[config.mk]
export PLATFORM = sky130hd
export DESIGN_NAME = cbc_top
export DESIGN_NICKNAME = d
export VERILOG_FILES = /design/src/rtl/cbc_pkg.sv /design/src/rtl/cbc_counter.sv /design/src/rtl/cbc_top.sv
export SDC_FILE = /design/constraint.sdc
export NUM_CORES = 1
export LEC_CHECK = 0
export BUFFER_PORTS_ARGS = -buffer_cell sky130_fd_sc_hd__buf_2
export CAP_MARGIN = 5
export CORE_ASPECT_RATIO = 1.1
export CORE_MARGIN = 2
export CORE_UTILIZATION = 35
export DETAILED_ROUTE_END_ITERATION = 8
export GPL_ROUTABILITY_DRIVEN = 0
export PLACE_DENSITY_LB_ADDON = 0.3
export SLEW_MARGIN = 20
export SYNTH_ARGS = -nofsm -noshare
export SYNTH_HDL_FRONTEND = slang
export SYNTH_SLANG_ARGS = --single-unit
[constraint.sdc]
create_clock -name clock -period 3.2 [get_ports clock]
set_input_delay 0.16 -clock clock [delete_from_list [all_inputs] [get_ports clock]]
set_output_delay 0.16 -clock clock [all_outputs]
set_load 0.005 [all_outputs]
[src/rtl/cbc_pkg.sv]
// package for the counter board control word block
// assumes a 32-bit apb slave and one 100 MHz clock
package cbc_pkg;
    // ********************************************
    // register map (printed offsets are indexes)
    // ********************************************
    localparam logic [7:0]  CBC_IDX_CTRL      = 8'h05;  // reset/compare/stop word
    localparam logic [7:0]  CBC_IDX_FORCE     = 8'h06;  // output force word
    localparam logic [7:0]  CBC_IDX_MODE      = 8'h07;  // reset method per counter
    localparam logic [7:0]  CBC_IDX_STATUS    = 8'h08;  // block state, read only
    localparam logic [7:0]  CBC_IDX_COUNT0    = 8'h09;  // first of four count values, read only
    localparam logic [11:0] CBC_ADDR_CTRL     = 12'h014;
    localparam logic [11:0] CBC_ADDR_FORCE    = 12'h018;
    localparam logic [11:0] CBC_ADDR_MODE     = 12'h01c;
    localparam logic [11:0] CBC_ADDR_STATUS   = 12'h020;
    localparam logic [11:0] CBC_ADDR_COUNT0   = 12'h024;
    // ********************************************
    // field positions
    // ********************************************
    localparam int          CBC_RST_LSB       = 0;
    localparam int          CBC_CMP_LSB       = 8;
    localparam int          CBC_STOP_LSB      = 12;
    localparam int          CBC_FORCE_LSB     = 0;
    localparam int          CBC_FORCE_EN_BIT  = 4;
    localparam int          CBC_NCNT          = 4;
    // ********************************************
    // reset values and write masks
    // ********************************************
    localparam logic [15:0] CBC_CTRL_RST      = 16'h0000;
    localparam logic [15:0] CBC_FORCE_RST     = 16'h0000;
    localparam logic [3:0]  CBC_MODE_RST      = 4'h0;
    localparam logic [15:0] CBC_CTRL_MASK     = 16'hff0f;
    localparam logic [15:0] CBC_FORCE_MASK    = 16'h001f;
    // scan period in clock cycles
    localparam int          CBC_SCAN_CYCLES   = 16;
endpackage : cbc_pkg

[src/rtl/cbc_counter.sv]
// one counter channel: count, reset, compare enable, stop
// assumes count pulse and index pulse already synchronised
`timescale 1ns/100ps
module cbc_counter
    import cbc_pkg::*;
#(
    parameter int WIDTH = 16
) (
    input  wire logic             clock,
    input  wire logic             sys_rst,
    input  wire logic             count_pulse,
    input  wire logic             index_pulse,
    input  wire logic             index_mode,
    input  wire logic             rst_bit,
    input  wire logic             rst_rise,
    input  wire logic             cmp_rise,
    input  wire logic             cmp_fall,
    input  wire logic             stop_bit,
    output logic [WIDTH-1:0]      count_value,
    output logic                  comparing
);
    typedef struct packed {
        logic [WIDTH-1:0] cnt;
        logic             cmp;
    } cbc_chan_t;
    cbc_chan_t st_reg, st_next;

    // counting, resets and comparison state
    always_comb begin
        st_next = st_reg;
        if (!stop_bit && count_pulse) begin
            st_next.cnt = st_reg.cnt + 1'b1;
        end
        if (index_mode && rst_bit && index_pulse) begin
            st_next.cnt = '0;
        end
        if (!index_mode && rst_rise) begin
            st_next.cnt = '0;
        end
        if (cmp_rise) begin
            st_next.cmp = 1'b1;
        end else if (cmp_fall) begin
            st_next.cmp = 1'b0;
        end
    end

    // state register
    always_ff @(posedge clock) begin
        if (sys_rst) begin
            st_reg <= '0;
        end else begin
            st_reg <= st_next;
        end
    end

    assign count_value = st_reg.cnt;
    assign comparing   = st_reg.cmp;
endmodule : cbc_counter

[src/rtl/cbc_top.sv]
// counter board control words behind an apb slave
// What this block does
// reset bits 0..3 enable index-pulse reset in combined mode
// in software-only mode a rising reset bit clears the counter
// rising compare bit 8..11 starts range comparison
// falling compare bit stops comparison until next rise
// stop bits 12..15 at 1 halt counting, 0 lets it run
// force bits 0..3 of second word drive outputs on
// force enable bit 4 gates all four force bits
// global output-off holds all four outputs off
// both words sampled once per scan, edges seen between scans
// per-counter reset method set in a separate mode register
// assumes apb master, pins arrive asynchronous to clock
//
// Added by the designer: the APB slave port.
`timescale 1ns/100ps
module cbc_top
    import cbc_pkg::*;
#(
    parameter int WIDTH      = 16,
    parameter int SCAN_LEN   = CBC_SCAN_CYCLES
) (
    input  wire logic         clock,
    input  wire logic         sys_rst,
    input  wire logic         psel,
    input  wire logic         penable,
    input  wire logic         pwrite,
    input  wire logic [11:0]  paddr,
    input  wire logic [31:0]  pwdata,
    output logic [31:0]       prdata,
    output logic              pready,
    output logic              pslverr,
    input  wire logic [3:0]   count_in,
    input  wire logic [3:0]   index_in,
    input  wire logic [3:0]   ext_out_req,
    input  wire logic         output_off,
    output logic [3:0]        ext_out,
    output logic [3:0]        comparing
);
    // ********************************************
    // state
    // ********************************************
    typedef struct packed {
        logic [15:0] ctrl;
        logic [15:0] force_w;
        logic [3:0]  mode;
        logic [15:0] ctrl_snap;
        logic [15:0] ctrl_prev;
        logic [15:0] force_snap;
        logic [7:0]  scan_cnt;
        logic        scan_tick;
        logic [3:0]  cnt_s1, cnt_s2, cnt_s3;
        logic [3:0]  idx_s1, idx_s2, idx_s3;
        logic [1:0]  off_s;
        logic        off_s3;
        logic [3:0]  cnt_lvl;
        logic [3:0]  idx_lvl;
        logic        off_lvl;
        logic [3:0]  out;
        logic [3:0]  cmp;
        logic [31:0] rdata;
        logic        ready;
        logic        slverr;
    } cbc_state_t;
    cbc_state_t st_reg, st_next;

    logic [WIDTH-1:0] cnt_val [CBC_NCNT];
    logic [3:0]       cmp_w;
    logic [3:0]       cnt_pulse;
    logic [3:0]       idx_pulse;
    logic [3:0]       rst_rise, cmp_rise, cmp_fall;
    logic             setup;

    // decode a byte address to one of the four count value words
    function automatic logic cbc_count_hit(input logic [11:0] a);
        logic [11:0] rel;
        rel = a - CBC_ADDR_COUNT0;
        return (a >= CBC_ADDR_COUNT0) && (rel < 12'h010) && (rel[1:0] == 2'b00);
    endfunction : cbc_count_hit

    // decode a byte address to a mapped flag
    function automatic logic cbc_mapped(input logic [11:0] a);
        return (a == CBC_ADDR_CTRL) || (a == CBC_ADDR_FORCE) ||
               (a == CBC_ADDR_MODE) || (a == CBC_ADDR_STATUS) ||
               cbc_count_hit(a);
    endfunction : cbc_mapped

    // settled level: follows stages 2 and 3 only where they agree
    function automatic logic [3:0] cbc_settle(input logic [3:0] s2,
                                              input logic [3:0] s3,
                                              input logic [3:0] lvl);
        return (s2 & s3) | (lvl & (s2 | s3));
    endfunction : cbc_settle

    // ********************************************
    // pin edges: change counts once stages 2 and 3 agree
    // ********************************************
    // a rise counts once, when both stages are high and the settled level is low
    assign cnt_pulse = st_reg.cnt_s2 & st_reg.cnt_s3 & ~st_reg.cnt_lvl;
    assign idx_pulse = st_reg.idx_s2 & st_reg.idx_s3 & ~st_reg.idx_lvl;

    // edges between two consecutive scan snapshots
    assign rst_rise = st_reg.scan_tick ? (st_reg.ctrl_snap[CBC_RST_LSB +: 4]
                      & ~st_reg.ctrl_prev[CBC_RST_LSB +: 4]) : 4'h0;
    assign cmp_rise = st_reg.scan_tick ? (st_reg.ctrl_snap[CBC_CMP_LSB +: 4]
                      & ~st_reg.ctrl_prev[CBC_CMP_LSB +: 4]) : 4'h0;
    assign cmp_fall = st_reg.scan_tick ? (~st_reg.ctrl_snap[CBC_CMP_LSB +: 4]
                      & st_reg.ctrl_prev[CBC_CMP_LSB +: 4]) : 4'h0;

    // ********************************************
    // counter channels
    // ********************************************
    for (genvar i = 0; i < CBC_NCNT; i++) begin : g_chan
        cbc_counter #(
            .WIDTH (WIDTH)
        ) u_chan (
            .clock       (clock),
            .sys_rst     (sys_rst),
            .count_pulse (cnt_pulse[i]),
            .index_pulse (idx_pulse[i]),
            .index_mode  (st_reg.mode[i]),
            .rst_bit     (st_reg.ctrl_snap[CBC_RST_LSB + i]),
            .rst_rise    (rst_rise[i]),
            .cmp_rise    (cmp_rise[i]),
            .cmp_fall    (cmp_fall[i]),
            .stop_bit    (st_reg.ctrl_snap[CBC_STOP_LSB + i]),
            .count_value (cnt_val[i]),
            .comparing   (cmp_w[i])
        );
    end

    assign setup = psel && !penable;

    // ********************************************
    // next state
    // ********************************************
    always_comb begin
        logic [3:0]  frc;
        logic [11:0] coff;
        frc = 4'h0;
        coff = paddr - CBC_ADDR_COUNT0;   // offset into the count value words
        st_next = st_reg;
        // synchronisers, first stage read only by second
        st_next.cnt_s1 = count_in;
        st_next.cnt_s2 = st_reg.cnt_s1;
        st_next.cnt_s3 = st_reg.cnt_s2;
        st_next.idx_s1 = index_in;
        st_next.idx_s2 = st_reg.idx_s1;
        st_next.idx_s3 = st_reg.idx_s2;
        st_next.off_s  = {st_reg.off_s[0], output_off};
        st_next.off_s3 = st_reg.off_s[1];
        // settled levels: a one-cycle disagreement never counts as a change
        st_next.cnt_lvl = cbc_settle(st_reg.cnt_s2, st_reg.cnt_s3, st_reg.cnt_lvl);
        st_next.idx_lvl = cbc_settle(st_reg.idx_s2, st_reg.idx_s3, st_reg.idx_lvl);
        if (st_reg.off_s[1] == st_reg.off_s3) begin
            st_next.off_lvl = st_reg.off_s3;
        end
        // scan divider, one-cycle tick
        st_next.scan_tick = 1'b0;
        if (st_reg.scan_cnt == 8'(SCAN_LEN - 1)) begin
            st_next.scan_cnt  = 8'h00;
            st_next.scan_tick = 1'b1;
        end else begin
            st_next.scan_cnt = st_reg.scan_cnt + 8'h01;
        end
        // refresh both words once per scan
        if (st_reg.scan_tick) begin
            st_next.ctrl_prev = st_reg.ctrl_snap;
        end
        if (st_next.scan_tick) begin
            st_next.ctrl_snap  = st_reg.ctrl;
            st_next.force_snap = st_reg.force_w;
        end
        // external outputs: off overrides forcing
        if (st_reg.force_snap[CBC_FORCE_EN_BIT]) begin
            frc = st_reg.force_snap[CBC_FORCE_LSB +: 4];
        end
        if (st_next.off_lvl) begin
            st_next.out = 4'h0;
        end else begin
            st_next.out = ext_out_req | frc;
        end
        st_next.cmp = cmp_w;
        // apb slave, no wait state: answer in first access cycle
        st_next.ready  = 1'b0;
        st_next.slverr = 1'b0;
        if (setup) begin
            st_next.ready  = 1'b1;
            st_next.slverr = !cbc_mapped(paddr);
            st_next.rdata  = 32'h0;
            case (paddr)
                CBC_ADDR_CTRL:   st_next.rdata = {16'h0, st_reg.ctrl};
                CBC_ADDR_FORCE:  st_next.rdata = {16'h0, st_reg.force_w};
                CBC_ADDR_MODE:   st_next.rdata = {28'h0, st_reg.mode};
                CBC_ADDR_STATUS: st_next.rdata = {24'h0, st_reg.out, st_reg.cmp};
                default: begin
                    // count values, read only, zero above the counter width
                    if (cbc_count_hit(paddr)) begin
                        st_next.rdata = 32'(cnt_val[coff[3:2]]);
                    end
                end
            endcase
        end
        if (psel && penable && st_reg.ready && pwrite) begin
            case (paddr)
                CBC_ADDR_CTRL:  st_next.ctrl    = pwdata[15:0] & CBC_CTRL_MASK;
                CBC_ADDR_FORCE: st_next.force_w = pwdata[15:0] & CBC_FORCE_MASK;
                CBC_ADDR_MODE:  st_next.mode    = pwdata[3:0];
                default:        st_next.mode    = st_reg.mode;
            endcase
        end
    end

    // ********************************************
    // registers
    // ********************************************
    always_ff @(posedge clock) begin
        if (sys_rst) begin
            st_reg         <= '0;
            st_reg.ctrl    <= CBC_CTRL_RST;
            st_reg.force_w <= CBC_FORCE_RST;
            st_reg.mode    <= CBC_MODE_RST;
        end else begin
            st_reg <= st_next;
        end
    end

    assign prdata    = st_reg.rdata;
    assign pready    = st_reg.ready;
    assign pslverr   = st_reg.slverr;
    assign ext_out   = st_reg.out;
    assign comparing = st_reg.cmp;
endmodule : cbc_top

==> results of run 1 <==
## worst max-delay path, cell delays in order, from the launching register on
cell	delay [ns]
dfxtp_1	0.37
nor4bb_1	0.27
buf_4	0.20
nand4_1	0.40
nor4_1	0.42
xnor2_1	0.17
nor2_1	0.05
## per-stage QoR
| step | cells | power (mW) | hold WS (ns) | setup slack (ns) |
|---|---|---|---|---|
| 3_3_place_gp | 1228 | 2.64 | 0.375 | 1.01 |
| 5_1_grt | 1286 | 4.94 | 0.239 | 0.956 |
| 6_report | 1286 | 4.76 | 0.204 | 1.19 |
| 4_1_cts | 1286 | 4.81 | 0.212 | 1.21 |
| 2_1_floorplan | 936 | 2.58 | 0.277 | 0.860 |
| 3_5_place_dp | 1228 | 2.64 | 0.372 | 0.986 |
## power groups by stage
stage | Clock (mW) | Sequential, mW | Combinational, mW
6_report | 2.15 | 2.36 | 0.249
3_3_place_gp | 0 | 2.42 | 0.225
4_1_cts | 2.20 | 2.36 | 0.251
2_1_floorplan | 0 | 2.41 | 0.174
3_5_place_dp | 0 | 2.42 | 0.227
5_1_grt | 2.30 | 2.37 | 0.277
## synth_stat cells, types with 19 or more instances
library cell	instances	area share (%)
xor2_1	35	3.8
nand3_1	47	2.9
nand4_1	19	1.5
clkbuf_1	32	1.5
dfxtp_1	185	45
a21oi_1	67	4.1
o21ai_0	31	1.9
nor2_1	123	5.7
buf_4	41	3.8
mux2i_1	20	2.5
nand2_1	107	4.9
nor2b_1	34	2.6
## worst max path at each step
stage | start | endpoint | slack (ns) | cells past startpoint
2_1_floorplan | paddr[2] | prdata[0] | 0.86 | 9
3_3_place_gp | paddr[8] | st_reg[167] | 1.01 | 6
3_5_place_dp | paddr[8] | st_reg[163] | 0.99 | 6
4_1_cts | st_next[68] | g_chan[2].u_chan.count_value[13] | 1.21 | 6
5_1_grt | st_next[68] | g_chan[2].u_chan.count_value[13] | 0.96 | 6
6_report | st_next[68] | g_chan[2].u_chan.count_value[13] | 1.19 | 6
## final cells by class
cell class,instances,share of cell area [%]
well taps,300,3.99
repair buffers,104,7.33
flip-flops and latches,185,39.3
clock buffers,17,4.52
multi-input cells,656,42.3
inverters,9,0.359
clock inverters,15,2.15
## cell families (layout without fill, tap and decap cells)
kind of cell	after synthesis	after routing	share of synthesized area [%]
buffers and inverters	95	145	6.37
other	1	16	0.0460
xor gates and xnor gates	53	53	5.70
DFF	185	185	45.5
adders and majority gates	11	11	1.66
AOI/OAI and AO/OA	125	125	8.96
and+or+nand+nor	415	415	24.9
muxes	36	36	6.88
## timing repair
action                                 CTS  global route
endpoints found under the hold margin   27             0
setup endpoints to repair                0             0
hold buffers                            26             0
## placed cells by master (no fill, tap or decap), types with 19 or more instances in the layout
cell type and count:
o21ai_0 31, dfxtp_1 185, dlygate4sd3_1 26, nand4_1 19, nand2_1 107, buf_2 67
mux2i_1 20, xor2_1 35, a21oi_1 67, nor2b_1 33, nand3_1 47, nor2_1 123
## metal layers
layer / up-vias / global-route usage (%)
li1: 3203 / -
met1: 2989 / 22.2
met2: 124 / 26.0
met3: 28 / 2.94
met4: 0 / 7.06
met5: - / 0
==> metrics, run 1 <==
Final Hold Violating Endpoints=0; post-route met1 wirelength=9250 um; FMAX=0.497 GHz; Yosys warnings=0; max reg flops=73; Relative slew margins=30.4%; minimum setup slack among reg-to-reg paths=1.19 ns; antenna violations before repair=0; async set-or-reset flop fraction in the synthesized netlist=0%; die area=24500 sq um; Tightest Pin Transition=1.04 ns; all-layer global routing usage=16.5%; source-to-sink clock delay at the later pin of the worst-skew pair=0.44 ns; count of maximum capacitance violations=0; DR top layer=met4; number of clock buffers inserted by TritonCTS=17; Critical Path AT=2.31 ns; Clock H-tree levels=4; IO Pins=104; hold-critical path depth=2; worst reg2reg endpoint=g_chan[2].u_chan.count_value[13]; endpoints failing setup=0; internal portion of total power=3.52 mW; share of total power in combinational logic=5.2%; post-synthesis register bit count=185; fin. max-slew vios=0; antenna-violating nets left=0; routed wl met2=8860 um; average detailed-routed wire length per instance=15.1 um; min-delay src=sys_rst; fraction of power consumed by the clock network=45.1%; number of port buffers=68; time the worst path needs with I/O delays and setup=2.01 ns; Data required, critical path=3.50 ns; end point of the most critical hold path=g_chan[0].u_chan.comparing; flip-flop and latch area=3700 sq um; DIE WIDTH=149 um; number of cell instances on the worst register-to-register path=6; DRC violation count after routing=0; sum of net half-perimeters after detailed placement=13500 um; Mapped Avg Cell Area=8.84 sq um; Iteration-0 DRC Markers=467; launching element type of the critical path=register; Post-Syn Area=8150 sq um; TritonCTS clock tree=done; Crit. End Element=register; via count normalized by instance count=4.93; maximum root-to-sink buffer count=2; effective utilization at floorplan=35.6%; top fanout value on the critical path=11; maximum number of pins on one net before global-route repair=63; worst flop-to-flop path startpoint=st_next[68]; peak supply drop=334 uV; Hold Path Class=input pin to register; CTS sink cnt=185; power share of the sequential group=49.7%; switching power=1.24 mW; result of the run=completed; total length of routed met3 wires=850 um; Most used DFF post-synth=dfxtp_1; post-route cell area=9420 sq um; largest clock skew in the final design=0.0142 ns; overall overflow remaining after global route=0; height of the chip=164 um; Area Growth Syn to Fin=15.6%; post-CTS resize count=0; number of core rows=58; number of global-route vias before repair=5819; area occupied by multi-input gates=3990 sq um; routed wire length=19400 um; clock slew seen by the registers of the worst setup and hold paths=0.08 ns; length of the first detailed-routing pass in iterations=6; Post-synth EDFFs=0; utilization of the core after routing=41.2%; leakage component of the power=3.49 nW; CTS Root Buffer Type=clkbuf_16; ratio of final minimum period to clock period=62.9%; post-placement cell area=8530 sq um; switching part of the total power=26.0%; fraction of layout cells with a size suffix above 1=14.0%; Final #Nets=1045; buffers inserted during post-CTS setup optimization=0; Setup CP Type=register to register; wire length of the first global-routing pass=31200 um; number of standard cells after synthesis=921; Filler Cells Inserted=2291; Power Density=505 nW/um^2; RSZ-0062 raised after global routing=false; aggregate negative setup slack=0 ns; core region area=22900 sq um; count of cell types in the netlist=42; share of the yosys chip area belonging to registers=45.5%; antenna diode instance count=0; total via count in the routed design=6344
No activity file was read; power rests on OpenSTA's default activity.
==> inputs of run 2 (changes only) <==
clock period = 1.69 ns   (was 3.2 ns; I/O delays follow)
==> run 2 against run 1 <==
Compared with the run above: cell count rose by 4.1%; flip-flop and latch count did not move; die area did not move; register-to-register slack got worse by 1.1 ns; count of clock-buffer cells in the layout did not move; combinational power rose by 110%; utilization rose by 2.3 points; power rose by 87%; critical path type unchanged.
==> metrics, run 2 (synthesized netlist as in run 1, its figures left out) <==
fin. max-slew vios=0; Filler Cells Inserted=2226; Clock H-tree levels=4; Data required, critical path=2.01 ns; RSZ-0062 raised after global routing=true; endpoints failing setup=0; via count normalized by instance count=4.87; worst reg2reg endpoint=st_reg[121]; minimum setup slack among reg-to-reg paths=0.09 ns; launching element type of the critical path=register; sum of net half-perimeters after detailed placement=14300 um; number of clock buffers inserted by TritonCTS=17; aggregate negative setup slack=0 ns; leakage component of the power=3.78 nW; CTS sink cnt=185; Cell Count Post-Placement=1277; Setup CP Type=register to register; wire length of the first global-routing pass=32400 um; top fanout value on the critical path=17; number of global-route vias before repair=6203; ratio of final minimum period to clock period=94.6%; routed wire length=20100 um; IO Pins=104; most frequent cells in the layout=dfxtp_1, nor2_1, nand2_1, a21oi_1, buf_2; count of maximum capacitance violations=0; FMAX=0.626 GHz; Final #Nets=1098; length of the first detailed-routing pass in iterations=7; effective utilization at floorplan=35.6%; number of port buffers=68; Final Hold Violating Endpoints=0; antenna-violating nets left=0; number of cell instances on the worst register-to-register path=5; clock slew seen by the registers of the worst setup and hold paths=0.07 ns; total via count in the routed design=6523; TritonCTS clock tree=done; most common cell after layout, fill and taps aside=dfxtp_1; peak supply drop=462 uV; antenna diode instance count=0; worst hold slack=0.0716 ns; all-layer global routing usage=16.9%; fraction of layout cells with a size suffix above 1=19.3%; die area=24500 sq um; overall overflow remaining after global route=0; hold-critical path depth=4; DRC violation count after routing=0; largest clock skew in the final design=0.0103 ns; antenna violations before repair=0; CTS Root Buffer Type=clkbuf_16; height of the chip=164 um; time the worst path needs with I/O delays and setup=1.60 ns; Critical Path AT=1.91 ns; result of the run=completed; end point of the most critical hold path=pslverr; Area Growth Syn to Fin=22.1%; source-to-sink clock delay at the later pin of the worst-skew pair=0.44 ns; number of core rows=58; Iteration-0 DRC Markers=467; average detailed-routed wire length per instance=15.0 um; Crit. End Element=register; Power Density=896 nW/um^2; maximum root-to-sink buffer count=2; worst flop-to-flop path startpoint=st_reg[84]; DIE WIDTH=149 um; max reg flops=73; core region area=22900 sq um; min-delay src=paddr[0]; count of placed standard cells in the final layout, fillers left out=1339; Hold Path Class=input pin to register; maximum number of pins on one net before global-route repair=75
-- run 2: changes by cell type in the layout (fill, tap and decap cells not counted), moves of 3 or more --
cell / before / now
dfxtp_1: 185 / 182
dfxtp_2: 0 / 3
buf_12: 1 / 8
clkinv_8: 9 / 2
inv_6: 2 / 7
buf_4: 10 / 55
-- run 2: worst max path at each step --
stage / startpoint / end / slack, ns
finish: st_reg[84] / st_reg[121] / 0.09
global route: st_reg[133] / g_chan[2].u_chan.count_value[7] / -0.002
CTS: st_next[68] / g_chan[2].u_chan.count_value[13] / 0.007
detailed placement: paddr[8] / st_reg[138] / -0.05
global placement: paddr[8] / st_reg[135] / -0.05
floorplan: st_reg[79] / st_reg[134] / 0.01
-- run 2: cell type report --
type                       instances  area, sq um  area share, %
sequential                       185         3710           37.3
clock buffer                      17          425           4.28
clock inverter                    15          151           1.52
timing repair buffer             157         1190           12.0
multi-input combinational        656         4060           40.8
inverter                           9         33.8          0.340
tap                              300          375           3.78
-- run 2: timing repair --
item,in CTS,in global routing
setup endpoints to repair,0,23
hold buffers,26,0
resized for setup,0,14
buffers inserted,0,3
endpoints found under the hold margin,34,0
-- run 2: report_power, final --
group	switching, mW	leakage [nW]	internal, mW
logic	0.271	2.00	0.254
clock network	1.93	0.283	1.98
registers	0.0493	1.50	4.43
-- run 2: through the flow --
stage / power, mW / utilization, % / area (sq um) / setup slack, ns
6_report: 8.91 / 43.5 / 9940 / 0.0915
5_1_grt: 9.24 / 43.5 / 9940 / -0.00224
4_1_cts: 9.00 / 43.0 / 9820 / 0.00707
3_5_place_dp: 5.06 / 39.3 / 8980 / -0.0492
3_3_place_gp: 5.05 / 39.3 / 8980 / -0.0465
2_1_floorplan: 4.90 / - / 8240 / 0.0118
-- run 2: per-layer routing --
| metal | wire [um] | share of wire (%) | GRT usage, % |
|---|---|---|---|
| met4 | 483 | 2.4 | 6.02 |
| met2 | 9210 | 46 | 26.9 |
| met3 | 1080 | 5.4 | 3.33 |
| met5 | 0 | 0 | 0 |
| met1 | 9290 | 46 | 22.8 |
-- run 2: critical path, stage by stage (launching register included) --
cell,delay (ns)
dfxtp_1,0.34
or3_1,0.46
or3_1,0.38
buf_12,0.17
nand2_1,0.07
a21oi_1,0.05
==> inputs of run 3 (changes only) <==
CTS_BUF_LIST = sky130_fd_sc_hd__clkbuf_4   (was unset)
clock period = 1.9 ns   (was 1.69 ns; I/O delays follow)
==> run 3 against run 2 <==
Compared with the run above: worst hold slack got worse by 0.017 ns; design area fell by 5.0%; flip-flop and latch count did not move; sequential power fell by 11%; fmax fell by 10%; combinational power fell by 14%; register-to-register slack improved by 0.03 ns; count of clock-buffer cells in the layout did not move; die area did not move; first-iteration DRC count fell by 1.3%; critical endpoint is now st_reg[165].
==> metrics, run 3 (synthesized netlist as in run 1, its figures left out) <==
result of the run=completed; die area=24500 sq um; CTS Root Buffer Type=clkbuf_4; number of gates on the worst path with buffers counted=6; series of cell instances along the critical path=and4_4 > and3_4 > buf_12 > nand2_1 > a21oi_1 > dlygate4sd3_1; via count normalized by instance count=4.91; most common cell after layout, fill and taps aside=dfxtp_1; peak supply drop=316 uV; internal portion of total power=4.92 mW; Critical path buffers and inverters=2; buffers inserted during post-CTS setup optimization=0; Area Growth Syn to Fin=16.0%; hold-critical path depth=5; Critical Path AT=2.31 ns; Crit. End Element=register; fraction of power consumed by the clock network=34.5%; FMAX=0.562 GHz; RSZ-0062 raised after global routing=false; switching power=1.86 mW; post-route cell area=9450 sq um; most frequent cells in the layout=dfxtp_1, nor2_1, nand2_1, a21oi_1, buf_2; overall overflow remaining after global route=0; number of core rows=58; antenna-violating nets left=0; utilization of the core after routing=41.3%; Relative slew margins=61.2%; max reg flops=73; number of clock buffers inserted by TritonCTS=17; Setup CP Type=register to register; source-to-sink clock delay at the later pin of the worst-skew pair=0.59 ns; min-delay src=penable; count of maximum capacitance violations=0; Data required, critical path=2.43 ns; total via count in the routed design=6465; Tightest Pin Transition=0.580 ns; launching element type of the critical path=register; slowest cell on the critical path=dlygate4sd3_1; aggregate negative setup slack=0 ns; Iteration-0 DRC Markers=461; wire length of the first global-routing pass=30600 um; fraction of layout cells with a size suffix above 1=15.9%; clock slew seen by the registers of the worst setup and hold paths=0.18 ns; all-layer global routing usage=16.1%; DIE WIDTH=149 um; maximum root-to-sink buffer count=2; Slowest Stage Delay on Critical Path=0.57 ns; Power Density=717 nW/um^2; effective utilization at floorplan=35.6%; power share of the sequential group=58.9%; total chip power=6.78 mW; number of port buffers=68; antenna violations before repair=1; DRC violation count after routing=0; post-placement cell area=8730 sq um; core region area=22900 sq um; number of cell instances on the worst register-to-register path=6; endpoints failing setup=0; sum of net half-perimeters after detailed placement=13800 um; Final #Nets=1076; CTS sink cnt=185; routed wire length=19000 um; ratio of final minimum period to clock period=93.6%; top fanout value on the critical path=12; share of total power in combinational logic=6.6%; area occupied by multi-input gates=4010 sq um; leakage component of the power=3.53 nW; height of the chip=164 um; time the worst path needs with I/O delays and setup=1.78 ns; switching part of the total power=27.4%; Final Hold Violating Endpoints=0; number of global-route vias before repair=5899; worst hold slack=0.0547 ns; length of the first detailed-routing pass in iterations=7; largest clock skew in the final design=0.0266 ns; worst setup path startpoint=pready; worst flop-to-flop path startpoint=pready; TritonCTS clock tree=done; flip-flop and latch area=3700 sq um; IO Pins=104; Clock H-tree levels=4; family of cells with the greatest summed delay on the critical path=buffers and inverters; fin. max-slew vios=0; maximum number of pins on one net before global-route repair=46; Hold Path Class=input pin to register; average detailed-routed wire length per instance=14.4 um; Filler Cells Inserted=2291
==> run 3: cell type report <==
cell class	instances	share of cell area [%]
multi-input cells	656	42.4
flip-flops and latches	185	39.2
repair buffers	135	10.6
well taps	300	3.97
clock inverters	15	2.12
clock buffers	17	1.35
inverters	9	0.358
diodes	1	0.0265
==> run 3: worst register-to-register path: stages (launching register included) <==
cell and delay, ns:
dfxtp_1 0.37, and4_4 0.26, and3_4 0.20, buf_12 0.13, nand2_1 0.06, a21oi_1 0.14, dlygate4sd3_1 0.57
==> run 3: repair_timing <==
| item | in CTS | in global routing |
|---|---|---|
| hold buffers | 37 | 0 |
| endpoints found under the hold margin | 67 | 0 |
| setup endpoints to repair | 0 | 3 |
| gates resized for setup | 0 | 5 |
==> run 3: path summary, 6_finish.rpt <==
check / endpoint / slack [ns]
worst max-delay path: st_reg[165] / 0.12
worst min-delay path: prdata[14] / 0.05
worst max register to register: st_reg[165] / 0.12
worst min register to register: st_next[55] / 0.46
==> run 3: per-stage QoR <==
stage | setup slack [ns] | instances
detailed placement | 0.0462 | 1248
finish | 0.121 | 1318
floorplan | 0.0138 | 936
CTS | 0.0890 | 1317
global placement | 0.0818 | 1248
global route | 0.00162 | 1318
==> run 3: layer usage <==
| metal | GRT usage (%) | part of all wire, % | up-vias |
|---|---|---|---|
| li1 | - | - | 3283 |
| met1 | 21.9 | 48 | 3019 |
| met2 | 26.0 | 46 | 146 |
| met3 | 3.08 | 4.7 | 17 |
| met4 | 4.37 | 1.4 | 0 |
| met5 | 0 | 0 | - |
==> run 3: power by group through the flow <==
stage	Combinational, mW	Clock, mW	Sequential (mW)
finish	0.449	2.34	3.99
global route	0.500	2.60	4.00
CTS	0.453	2.42	3.99
detailed placement	0.397	0	4.07
global placement	0.396	0	4.07
floorplan	0.296	0	4.06
